===== src/core/irdec_params.svh =====
`ifndef IRDEC_PARAMS_SVH
`define IRDEC_PARAMS_SVH

// Clock rate and frame layout
`define IRDEC_CLK_HZ 10000000
`define IRDEC_FRAME_BITS 12
`define IRDEC_SR_BITS 10
`define IRDEC_MC_BITS 3
`define IRDEC_KEY_BITS 6
`define IRDEC_GRP_BITS 3

// Group codes, first group bit received is the MSB
`define IRDEC_GRP_HOLD 3'h4
`define IRDEC_GRP_PULSE 3'h2
`define IRDEC_GRP_EXT 3'h1

// Output masks per package variant, packed as {hold, pulse, flip}
`define IRDEC_MASK_FULL {6'h3F, 10'h3FF, 2'h3}
`define IRDEC_MASK_SMALL {6'h1F, 10'h01F, 2'h0}
`define IRDEC_MASK_SMALL_FLIP {6'h1F, 10'h007, 2'h3}

// Times in their own units
`define IRDEC_HOLD_MS 160
`define IRDEC_PULSE_MS 107
`define IRDEC_ONE_MIN_US 800
`define IRDEC_GLITCH_US 100
`define IRDEC_GAP_US 4000

// Longest times round down, least times round up
`define IRDEC_HOLD_CYC (`IRDEC_HOLD_MS * (`IRDEC_CLK_HZ / 1000))
`define IRDEC_PULSE_CYC (`IRDEC_PULSE_MS * (`IRDEC_CLK_HZ / 1000))
`define IRDEC_ONE_MIN_CYC \
	((`IRDEC_ONE_MIN_US * (`IRDEC_CLK_HZ / 1000) + 999) / 1000)
`define IRDEC_GLITCH_CYC \
	((`IRDEC_GLITCH_US * (`IRDEC_CLK_HZ / 1000) + 999) / 1000)
`define IRDEC_GAP_CYC \
	((`IRDEC_GAP_US * (`IRDEC_CLK_HZ / 1000) + 999) / 1000)

`endif


===== src/core/irdec_pkg.sv =====
`include "irdec_params.svh"

package irdec_pkg;

	typedef enum logic [1:0] {
		VAR_FULL,
		VAR_SMALL,
		VAR_SMALL_FLIP
	} variant_t;

	typedef enum logic {
		ST_WAIT_FIRST,
		ST_WAIT_SECOND
	} pair_state_t;

	typedef struct packed {
		logic [5:0] hold;
		logic [9:0] pulse;
		logic [1:0] flip;
	} key_out_t;

	typedef struct packed {
		logic [`IRDEC_GRP_BITS-1:0] group;
		logic [`IRDEC_KEY_BITS-1:0] key;
	} key_code_t;

endpackage


===== src/core/ir_bit_rx.sv =====
`include "irdec_params.svh"

// Turns the cleaned receiver level into bits and a frame end.
// A bit is one high mark; a long mark is a one, a short mark a zero.
module ir_bit_rx #(
	parameter int unsigned ONE_MIN_CYC = `IRDEC_ONE_MIN_CYC,
	parameter int unsigned GLITCH_CYC = `IRDEC_GLITCH_CYC,
	parameter int unsigned GAP_CYC = `IRDEC_GAP_CYC
) (
	// Clock and reset
	input wire logic sys_clk,
	input wire logic rst,
	// Synchronised, polarity-corrected receiver level
	input wire logic level,
	// Decoded bit stream
	output logic bit_valid,
	output logic bit_value,
	output logic frame_end
);

	localparam int CW = $clog2(GAP_CYC + 1);

	logic prev_r;
	logic seen_r;
	logic [CW-1:0] high_cnt_r;
	logic [CW-1:0] low_cnt_r;

	always_ff @(posedge sys_clk or posedge rst) begin
		if (rst) begin
			prev_r <= 1'b0;
		end else begin
			prev_r <= level;
		end
	end

	// Counters saturate so a stuck input cannot wrap into a valid bit
	always_ff @(posedge sys_clk or posedge rst) begin
		if (rst) begin
			high_cnt_r <= '0;
			low_cnt_r <= '0;
		end else if (level) begin
			low_cnt_r <= '0;
			if (high_cnt_r != CW'(GAP_CYC)) begin
				high_cnt_r <= high_cnt_r + 1'b1;
			end
		end else begin
			high_cnt_r <= '0;
			if (low_cnt_r != CW'(GAP_CYC)) begin
				low_cnt_r <= low_cnt_r + 1'b1;
			end
		end
	end

	// Marks shorter than the glitch time are dropped as noise
	always_ff @(posedge sys_clk or posedge rst) begin
		if (rst) begin
			bit_valid <= 1'b0;
			bit_value <= 1'b0;
			frame_end <= 1'b0;
			seen_r <= 1'b0;
		end else begin
			bit_valid <= 1'b0;
			frame_end <= 1'b0;
			if (prev_r && !level && high_cnt_r >= CW'(GLITCH_CYC)) begin
				bit_valid <= 1'b1;
				bit_value <= (high_cnt_r >= CW'(ONE_MIN_CYC));
				seen_r <= 1'b1;
			end else if (seen_r && !level &&
					low_cnt_r == CW'(GAP_CYC - 1)) begin
				frame_end <= 1'b1;
				seen_r <= 1'b0;
			end
		end
	end

endmodule


===== src/core/ir_remote_key_decoder.sv =====
`include "irdec_params.svh"

// Contract
// - Twelve-bit frames pass a ten-bit shift register
// - Leading three bits compared with match pins
// - Second frame compared bitwise with first frame
// - Equal frame pair gives the latch pulse
// - Single-shot keys give one pulse each
// - Continuous keys drive hold outputs high
// - Hold stays high 160 ms after pair
// - Toggle keys flip their output once per new key event
// - Three group bits select output bank
// - Full variant decodes all eighteen keys
// - Small variant: five hold, five pulse
// - Small toggle variant: five, three, two
// - Pulse outputs last 107 ms
// - Build option inverts the serial input
// - Frames with wrong match code are ignored
module ir_remote_key_decoder
	import irdec_pkg::*;
#(
	parameter variant_t VARIANT = VAR_FULL,
	parameter bit INVERT_INPUT = 1'b0,
	parameter bit FLIP_DEPENDENT = 1'b0,
	parameter int unsigned HOLD_CYC = `IRDEC_HOLD_CYC,
	parameter int unsigned PULSE_CYC = `IRDEC_PULSE_CYC,
	parameter int unsigned ONE_MIN_CYC = `IRDEC_ONE_MIN_CYC,
	parameter int unsigned GLITCH_CYC = `IRDEC_GLITCH_CYC,
	parameter int unsigned GAP_CYC = `IRDEC_GAP_CYC
) (
	// Clock and reset
	input wire logic sys_clk,
	input wire logic rst,
	// Receiver pins
	input wire logic ir_serial_input,
	input wire logic [`IRDEC_MC_BITS-1:0] match_code_pin,
	// Decoded key outputs
	output key_out_t key_out
);

	localparam int HW = $clog2(HOLD_CYC + 1);
	localparam int PW = $clog2(PULSE_CYC + 1);
	localparam int IW = $clog2(`IRDEC_FRAME_BITS + 2);
	localparam int SRW = `IRDEC_SR_BITS;
	localparam int MCW = `IRDEC_MC_BITS;
	localparam int KW = `IRDEC_KEY_BITS;
	localparam key_out_t VMASK = (VARIANT == VAR_FULL) ? `IRDEC_MASK_FULL :
		(VARIANT == VAR_SMALL) ? `IRDEC_MASK_SMALL :
		`IRDEC_MASK_SMALL_FLIP;

	logic in_meta_r;
	logic in_sync_r;
	logic [MCW-1:0] mc_meta_r;
	logic [MCW-1:0] mc_sync_r;
	logic rx_level;
	logic bit_valid;
	logic bit_value;
	logic frame_end;
	logic [SRW-1:0] sr_r;
	logic [SRW-1:0] first_r;
	logic [IW-1:0] idx_r;
	logic mc_ok_r;
	logic frame_ok;
	pair_state_t state_r;
	logic latch_r;
	key_code_t code_r;
	logic [KW-1:0] key_rev;
	key_out_t dec_raw;
	key_out_t dec;
	logic key_active_r;
	key_code_t last_r;
	logic fire;
	logic [HW-1:0] rel_cnt_r;
	logic [PW-1:0] pulse_cnt_r;
	logic [5:0] hold_r;
	logic [9:0] pulse_r;
	logic [1:0] flip_r;
	logic [1:0] flip_nxt;

	// Reset to the idle level, else inverted input sees a false mark
	always_ff @(posedge sys_clk or posedge rst) begin
		if (rst) begin
			in_meta_r <= INVERT_INPUT;
			in_sync_r <= INVERT_INPUT;
			mc_meta_r <= '0;
			mc_sync_r <= '0;
		end else begin
			in_meta_r <= ir_serial_input;
			in_sync_r <= in_meta_r;
			mc_meta_r <= match_code_pin;
			mc_sync_r <= mc_meta_r;
		end
	end

	assign rx_level = in_sync_r ^ INVERT_INPUT;

	ir_bit_rx #(
		.ONE_MIN_CYC(ONE_MIN_CYC),
		.GLITCH_CYC(GLITCH_CYC),
		.GAP_CYC(GAP_CYC)
	) u_bit_rx (
		.sys_clk(sys_clk),
		.rst(rst),
		.level(rx_level),
		.bit_valid(bit_valid),
		.bit_value(bit_value),
		.frame_end(frame_end)
	);

	// Only the last ten bits of the stream are kept
	always_ff @(posedge sys_clk or posedge rst) begin
		if (rst) begin
			sr_r <= '0;
		end else if (bit_valid) begin
			sr_r <= {sr_r[SRW-2:0], bit_value};
		end
	end

	// Overlong frames saturate the count and fail the length check
	always_ff @(posedge sys_clk or posedge rst) begin
		if (rst) begin
			idx_r <= '0;
		end else if (frame_end) begin
			idx_r <= '0;
		end else if (bit_valid && idx_r != IW'(`IRDEC_FRAME_BITS + 1)) begin
			idx_r <= idx_r + 1'b1;
		end
	end

	// Match code is checked bit by bit as it passes, MSB first
	always_ff @(posedge sys_clk or posedge rst) begin
		if (rst) begin
			mc_ok_r <= 1'b1;
		end else if (frame_end) begin
			mc_ok_r <= 1'b1;
		end else if (bit_valid && idx_r < IW'(MCW) &&
				bit_value != mc_sync_r[MCW-1-idx_r]) begin
			mc_ok_r <= 1'b0;
		end
	end

	assign frame_ok = frame_end && mc_ok_r &&
		idx_r == IW'(`IRDEC_FRAME_BITS);

	// Frame pairing; any failure drops back to waiting for a first frame
	always_ff @(posedge sys_clk or posedge rst) begin
		if (rst) begin
			state_r <= ST_WAIT_FIRST;
			first_r <= '0;
			latch_r <= 1'b0;
			code_r <= '0;
		end else begin
			latch_r <= 1'b0;
			if (frame_end && !frame_ok) begin
				state_r <= ST_WAIT_FIRST;
			end else if (frame_end) begin
				unique case (state_r)
					ST_WAIT_FIRST: begin
						first_r <= sr_r;
						state_r <= ST_WAIT_SECOND;
					end
					ST_WAIT_SECOND: begin
						state_r <= ST_WAIT_FIRST;
						if (sr_r == first_r) begin
							latch_r <= 1'b1;
							code_r <= {sr_r[KW+2:KW], key_rev};
						end
					end
				endcase
			end
		end
	end

	// First key bit received lands in key[0]
	genvar gi;
	generate
		for (gi = 0; gi < KW; gi++) begin : g_key
			assign key_rev[gi] = sr_r[KW-1-gi];
		end
	endgenerate

	always_comb begin
		dec_raw = '0;
		case (code_r.group)
			`IRDEC_GRP_HOLD: dec_raw.hold = code_r.key;
			`IRDEC_GRP_PULSE: dec_raw.pulse[5:0] = code_r.key;
			`IRDEC_GRP_EXT: begin
				dec_raw.pulse[9:6] = code_r.key[3:0];
				dec_raw.flip = code_r.key[5:4];
			end
			default: dec_raw = '0;
		endcase
	end

	assign dec = dec_raw & VMASK;

	// A held key repeats frames; only a new code, or any code once the hold time has run out, counts as an event
	assign fire = latch_r && (!key_active_r || code_r != last_r);

	always_ff @(posedge sys_clk or posedge rst) begin
		if (rst) begin
			key_active_r <= 1'b0;
			last_r <= '0;
			rel_cnt_r <= '0;
		end else if (latch_r) begin
			key_active_r <= 1'b1;
			last_r <= code_r;
			rel_cnt_r <= HW'(HOLD_CYC);
		end else if (rel_cnt_r != '0) begin
			rel_cnt_r <= rel_cnt_r - 1'b1;
			if (rel_cnt_r == HW'(1)) begin
				key_active_r <= 1'b0;
			end
		end
	end

	// Another key replaces the hold bank at once
	always_ff @(posedge sys_clk or posedge rst) begin
		if (rst) begin
			hold_r <= '0;
		end else if (latch_r) begin
			hold_r <= dec.hold;
		end else if (rel_cnt_r == HW'(1)) begin
			hold_r <= '0;
		end
	end

	always_ff @(posedge sys_clk or posedge rst) begin
		if (rst) begin
			pulse_r <= '0;
			pulse_cnt_r <= '0;
		end else if (fire && dec.pulse != '0) begin
			pulse_r <= dec.pulse;
			pulse_cnt_r <= PW'(PULSE_CYC);
		end else if (pulse_cnt_r != '0) begin
			pulse_cnt_r <= pulse_cnt_r - 1'b1;
			if (pulse_cnt_r == PW'(1)) begin
				pulse_r <= '0;
			end
		end
	end

	// Dependent mode: a toggle key clears any toggle output that it does not select
	always_comb begin
		flip_nxt = flip_r ^ dec.flip;
		if (FLIP_DEPENDENT && dec.flip != '0) begin
			flip_nxt = (flip_r ^ dec.flip) & dec.flip;
		end
	end

	always_ff @(posedge sys_clk or posedge rst) begin
		if (rst) begin
			flip_r <= '0;
		end else if (fire) begin
			flip_r <= flip_nxt;
		end
	end

	assign key_out = '{hold: hold_r, pulse: pulse_r, flip: flip_r};

	property p_frame_len;
		@(posedge sys_clk) disable iff (rst)
		latch_r |-> $past(idx_r) == IW'(`IRDEC_FRAME_BITS);
	endproperty
	a_frame_len: assert property (p_frame_len)
		else $error("latch without a twelve-bit frame");

	property p_mc_reject;
		@(posedge sys_clk) disable iff (rst)
		(frame_end && !mc_ok_r) |=> !latch_r && state_r == ST_WAIT_FIRST;
	endproperty
	a_mc_reject: assert property (p_mc_reject)
		else $error("frame with bad match code was used");

	property p_pair_equal;
		@(posedge sys_clk) disable iff (rst)
		latch_r |-> $past(sr_r) == $past(first_r) &&
			$past(state_r) == ST_WAIT_SECOND;
	endproperty
	a_pair_equal: assert property (p_pair_equal)
		else $error("latch without two equal frames");

	property p_fail_quiet;
		@(posedge sys_clk) disable iff (rst)
		(frame_end && !frame_ok) |=> !latch_r ##1 !fire;
	endproperty
	a_fail_quiet: assert property (p_fail_quiet)
		else $error("failed frame produced a key event");

	property p_hold_set;
		@(posedge sys_clk) disable iff (rst)
		latch_r |=> hold_r == $past(dec.hold) &&
			rel_cnt_r == HW'(HOLD_CYC);
	endproperty
	a_hold_set: assert property (p_hold_set)
		else $error("hold outputs did not follow the key");

	property p_hold_release;
		@(posedge sys_clk) disable iff (rst)
		(rel_cnt_r == HW'(1) && !latch_r) |=> hold_r == '0 && !key_active_r;
	endproperty
	a_hold_release: assert property (p_hold_release)
		else $error("hold outputs did not release on time");

	property p_pulse_start;
		@(posedge sys_clk) disable iff (rst)
		(fire && dec.pulse != '0) |=> pulse_r == $past(dec.pulse) &&
			pulse_cnt_r == PW'(PULSE_CYC);
	endproperty
	a_pulse_start: assert property (p_pulse_start)
		else $error("pulse output did not start");

	property p_pulse_end;
		@(posedge sys_clk) disable iff (rst)
		(pulse_cnt_r == PW'(1) && !fire) |=> pulse_r == '0;
	endproperty
	a_pulse_end: assert property (p_pulse_end)
		else $error("pulse output did not end on time");

	property p_flip;
		@(posedge sys_clk) disable iff (rst)
		!FLIP_DEPENDENT |=> flip_r ==
			($past(flip_r) ^ ($past(fire) ? $past(dec.flip) : 2'b00));
	endproperty
	a_flip: assert property (p_flip)
		else $error("toggle outputs changed wrongly");

	property p_variant;
		@(posedge sys_clk) disable iff (rst)
		(key_out & ~VMASK) == '0;
	endproperty
	a_variant: assert property (p_variant)
		else $error("output outside the variant was driven");

	c_latch: cover property (@(posedge sys_clk) disable iff (rst) latch_r);
	c_flip: cover property (@(posedge sys_clk) disable iff (rst)
		$rose(flip_r[0]));
	c_release: cover property (@(posedge sys_clk) disable iff (rst)
		$fell(hold_r[0]));
	c_reject: cover property (@(posedge sys_clk) disable iff (rst)
		frame_end && !mc_ok_r);

endmodule


===== config.mk =====
export PLATFORM = sky130hd
export DESIGN_NAME = ir_remote_key_decoder
export DESIGN_NICKNAME = d
export VERILOG_FILES = /design/src/core/irdec_pkg.sv /design/src/core/ir_bit_rx.sv /design/src/core/ir_remote_key_decoder.sv
export VERILOG_INCLUDE_DIRS = /design/src /design/src/core
export SDC_FILE = /design/constraint.sdc
export NUM_CORES = 1
export LEC_CHECK = 0
export BUFFER_PORTS_ARGS = -buffer_cell sky130_fd_sc_hd__buf_2
export CAP_MARGIN = 20
export CORE_ASPECT_RATIO = 1.2
export CORE_MARGIN = 2
export CORE_UTILIZATION = 40
export CTS_CLUSTER_SIZE = 8
export DETAILED_ROUTE_END_ITERATION = 8
export GPL_TIMING_DRIVEN = 0
export HOLD_SLACK_MARGIN = 0.02
export PLACE_DENSITY = 0.59
export SETUP_SLACK_MARGIN = 0.3
export SLEW_MARGIN = 20
export SYNTH_ARGS = -nofsm -noshare
export SYNTH_HDL_FRONTEND = slang
export SYNTH_SLANG_ARGS = --single-unit
export TNS_END_PERCENT = 1

===== constraint.sdc =====
create_clock -name sys_clk -period 4.7 [get_ports sys_clk]
set_input_delay 0.47 -clock sys_clk [delete_from_list [all_inputs] [get_ports sys_clk]]
set_output_delay 0.47 -clock sys_clk [all_outputs]
set_load 0.02 [all_outputs]

**Word level (Yosys, flattened, before mapping)**

Cells that the tools add are included.

- Add/subtract/negate cells: 6
- $lt $le $gt $ge: 4
- Equality and inequality tests: 14
- Mux-type cells: 38
- Bitwise gates (word level): 3
- Reductions and logical operators: 32

Operators with widths:

| kind | count |
|---|---|
| $mux W21 | 4 |
| $mux W16 | 4 |
| $eq A21 B1 Y1 const B | 2 |
| $reduce_bool A21 Y1 | 2 |
| $sub A21 B1 Y21 const B | 2 |
| $add A16 B1 Y16 const B | 2 |
| $lt A32 B3 Y1 const B | 1 |
| $ne A16 B16 Y1 const B | 2 |
| $mux W10 | 3 |
| $mux W6 | 4 |
| $reduce_bool A2 Y1 | 9 |
| $mux W1 | 17 |
| $eq A16 B16 Y1 const B | 1 |
| $ge A16 B10 Y1 const B | 1 |
| $ge A16 B13 Y1 const B | 1 |
| $logic_and A1 B1 Y1 | 12 |
| $mux W4 | 3 |
| $eq A10 B10 Y1 | 1 |
| $reduce_bool A10 Y1 | 1 |
| $ne A9 B9 Y1 | 1 |
| $sub A2 B4 Y5 const A | 1 |
| $add A4 B1 Y4 const B | 1 |
| $eq A4 B4 Y1 const B | 1 |
| $lt A4 B2 Y1 const B | 1 |
| other kinds (16) | 20 |

- Flip-flop bits (word level): 151
- Output and inout bits: 18
- Word-level logic and storage cells: 124

**Longest topological paths before layout**

- Depth in word-level cells: 7
- Depth in mapped cells: 8

**By module**

From an unflattened synthesis, not the netlist that was laid out.

- Cells, all modules: 690
- Area total of the unflattened synthesis: 7344.5 µm²

By module, submodules not included:

| module | times used | cells an instance | area an instance (µm²) |
|---|---|---|---|
| ir_remote_key_decoder | 1 | 494 | 5449.0 |
| ir_bit_rx | 1 | 196 | 1895.6 |

**Worst setup path before layout**

OpenSTA, ideal clock, no wires.

- Kind: register to register
- Start point: reg pulse_cnt_r[0]
- End point: reg pulse_cnt_r[17]
- Arrival time: 1.894 ns
- Data required time: 4.568 ns
- Setup slack: 2.674 ns
- Cell stages (with the launch flop): 9
- Path buffers: 1
- Clock period less this slack: 2.026 ns
- Cells stage by stage: dfrtp_1 inv_1 ha_1 or4b_1 nor3_2 buf_2 and4bb_2 xnor2_1 nor2_1

- Word-level cells in the longest chain between the ends: 3
- Elaborated cells between the ends (all ways): 5

Ends and longest elaborated chain:

| item | RTL line | text |
|---|---|---|
| from (decl) | ir_remote_key_decoder.sv:74 | `logic [PW-1:0] pulse_cnt_r;` |
| from (signal assigned) | ir_remote_key_decoder.sv:234 | `pulse_cnt_r <= PW'(PULSE_CYC);` |
| from (signal assigned) | ir_remote_key_decoder.sv:236 | `pulse_cnt_r <= pulse_cnt_r - 1'b1;` |
| $sub A21 B1 Y21 | ir_remote_key_decoder.sv:236 |  |
| $mux W21 | ir_remote_key_decoder.sv:235 | `end else if (pulse_cnt_r != '0) begin` |
| $mux W21 | ir_remote_key_decoder.sv:232 | `end else if (fire && dec.pulse != '0) begin` |

Several ways; a longest one is shown, not always the timed one. The select of a mux whose other input is x is not followed.
A chain may end at the register's enable or synchronous reset.

**Worst setup path in the final report**

- Start point: reg pulse_cnt_r[0]
- End point: reg pulse_cnt_r[10]

Same word-level chain as after synthesis.

==> metrics.cfg <==
[status]
status = completed

[placed_design]
dp.final_hpwl_um = 9590
gpl.final_weighted_congestion = 0.743
postPlaceCellArea_sq_mm = 0.00775
io_buffers = 23

[logic_synthesis]
ys_seq_elements = 151
ys.flop_type = dfrtp_1
syn_avg_cell_area_sq_um = 10.9
synth_common_cells = 150 x dfrtp_1, 63 x nor2_1, 52 x nand2_1
ys_warn_count = 0
yosysSeqAreaShare = 0.521
netlist_area_sq_mm = 0.00725
synth_edf_count = 0
yosysUniqueCellTypes = 65
syn_nets = 686
synth_top_area_frac = 0.518
synth_top_cell_by_area = dfrtp_1
yosys.cell_count.top_type = dfrtp_1
synthTopCellsByArea = dfrtp_1 52%, xnor2_1 5.8%, mux2_2 5.6%
netlist_instances = 667
ys_async_sr_fraction = 1.00

[pwr]
power.switching_w = 0.000552
p_comb_frac = 0.020
ir_drop_v = 0.000309
p_leak_nw = 3.91
internal_power_w = 0.00233
power_density_mw_per_mm2 = 342
p_clk_frac = 0.524
pwr-share-seq = 0.457
swShare = 0.192

[routing]
ant_nets = 0
drc_errors = 0
first_iter_violations = 222
first_pass_iters = 6
wl_um = 13600
vias_per_cell = 5.22
routedWlPerCell_um = 14.3
vias = 4949

[final_layout]
layout.nets = 734
synthToLayoutAreaGrowth_pct = 16.0
finalInstanceArea_sq_mm = 0.00842
drive_gt1_frac = 0.163
antenna_cells = 0
n_fill_cell = 1585

[job]
max_cap_viol_count = 0

[timing]
hold_violations = 0
fmax_mhz = 422
slew_headroom = 0.485
drv_slew = 0
setup_violations = 0
rsz0062_at_grt = no
fin_crit_sh = 0.505
skew_ps = 9.51
final.setup.tns_ps = 0
tightest_slew_ps = 765
fin_crit_ps = 2370

[die]
die_area_sq_mm = 0.0192
initial_utilization = 0.411
core_area_sq_mm = 0.0176
num_rows = 53
die_y_um = 152
die_x_um = 127
ios = 24

[worst_setup_path]
critPathKind = flip-flop to flip-flop
rrSetupSlack_ps = 2330
crit_required_ps = 4980
worstReg2RegStart = pulse_cnt_r[0]
startpoint_type = flip-flop
r2r-end = pulse_cnt_r[10]
crit_chain = inv_1, ha_1, nor3b_1, nand2_1, a2111oi_2, xnor2_1, nor2_1
path_max_fanout = 6
max_stage_delay_ps = 530
reg2reg_depth = 7
critical_path.slowest_cell = nor3b_1
worstPathArrival_ps = 2650
crit_buf_inv = 1
path_delay_family = simple AND/OR/NAND/NOR gates
worstSetupEndpointType = flip-flop

[hold_path]
whs_endpoint = in_meta_r
holdPathStages = 1
worstHoldStart = ir_serial_input
hp-class = input pin to flip-flop

[clock_tree]
root_buffer = clkbuf_16
clockBufferDepth = 2
cts_inserted_buffers = 17
cts_resized = 0
htree_levels = 4
cts_tree = done
clock-sinks = 151
path_clk_slew_ps = 60
clk_latency_ps = 420

[global_routing]
grt_pass1_wl_um = 23900
grt_usage = 0.154
antenna_found_initial = 0
grt-ovfl-total = 0
grt_max_degree = 36
grt_pass1_vias = 5078

[worst reg2reg max path, cell delays in order (launching register included)]
cell	delay, ps
dfrtp_1	450
inv_1	110
ha_1	220
nor3b_1	530
nand2_1	250
a2111oi_2	440
xnor2_1	180
nor2_1	60
[layer usage]
layer / up-vias / track usage / part of all wire
met5: - / 0 / 0
met4: 0 / 0.0621 / 0.010
met3: 11 / 0.0362 / 0.026
met2: 50 / 0.258 / 0.50
met1: 2453 / 0.193 / 0.47
li1: 2435 / - / -
[worst max path at each step]
stage,to,start,cells after the start,slack (ps)
detailed placement,pulse_cnt_r[12],code_r[1],6,2360
global route,pulse_cnt_r[14],pulse_cnt_r[0],7,2110
finish,pulse_cnt_r[10],pulse_cnt_r[0],7,2330
CTS,pulse_cnt_r[10],pulse_cnt_r[0],7,2330
floorplan,code_r[0],rst,1,2330
global placement,rel_cnt_r[15],rst,2,1430
[layout by cell type (no fill, tap or decap), drive strengths merged, types with 11 or more instances in the layout]
master and count:
mux2i 15, o21ai 23, clkbuf 39, and2 15
or3 11, nand3 19, nor4 14, mux2 36
buf 35, dfrtp 150, a21oi 14, ha 13
nand2 53, nand4 20, inv 20, nor2 66
xor2 29, xnor2 48, nor3 15
[layout make-up]
| class | count | area [sq um] | share of cell area |
|---|---|---|---|
| plain buffers | 21 | 96.3 | 0.0114 |
| clock buffers | 25 | 495 | 0.0589 |
| clock inverters | 7 | 164 | 0.0195 |
| inverters | 21 | 82.6 | 0.00981 |
| multi-input cells | 474 | 3300 | 0.392 |
| flip-flops and latches | 151 | 3780 | 0.449 |
| well taps | 220 | 275 | 0.0327 |
| repair buffers | 29 | 225 | 0.0268 |
[power by group through the flow]
stage	Combinational, W	Clock (W)	Sequential, W
3_5_place_dp	0.0000587	0	0.00134
4_1_cts	0.0000598	0.00154	0.00132
3_3_place_gp	0.0000467	0	0.00134
5_1_grt	0.0000670	0.00160	0.00132
6_report	0.0000566	0.00151	0.00132
2_1_floorplan	0.0000348	0	0.00134
[timing repair]
item                                    in CTS  in global routing
hold buffers                                 1                  0
buffers inserted                             0                  0
endpoints found under the setup margin       0                  0
hold endpoints to repair                     7                  0
[flip-flops by register name, indices dropped and copies added (netlist names), 2 cells and up]
register	cells
sr_r	10
code_r	9
flip_r	2
last_r	9
first_r	10
idx_r	4
pulse_r	10
mc_meta_r	3
u_bit_rx.high_cnt_r	16
pulse_cnt_r	21
hold_r	6
mc_sync_r	3
rel_cnt_r	21
u_bit_rx.low_cnt_r	16
[stage by stage]
stage | total power [W] | worst slack (ps) | hold slack [ps] | utilization | instances
2_1_floorplan | 0.00137 | 2330 | 331 | - | 667
3_5_place_dp | 0.00140 | 2360 | 338 | 0.439 | 915
3_3_place_gp | 0.00139 | 1430 | 337 | 0.434 | 910
4_1_cts | 0.00292 | 2330 | 129 | 0.477 | 948
5_1_grt | 0.00299 | 2110 | 133 | 0.477 | 948
6_report | 0.00288 | 2330 | 155 | 0.477 | 948
[logic make-up after synthesis]
kind of cell | Yosys count | share of synthesized area
and+or+nand+nor | 263 | 0.198
DFF | 151 | 0.521
xor gates and xnor gates | 77 | 0.0930
AOI/OAI and AO/OA | 70 | 0.0649
muxes | 51 | 0.0766
buffers and inverters | 42 | 0.0242
adders and majority gates | 13 | 0.0224
(Power assumes the default switching activity.)
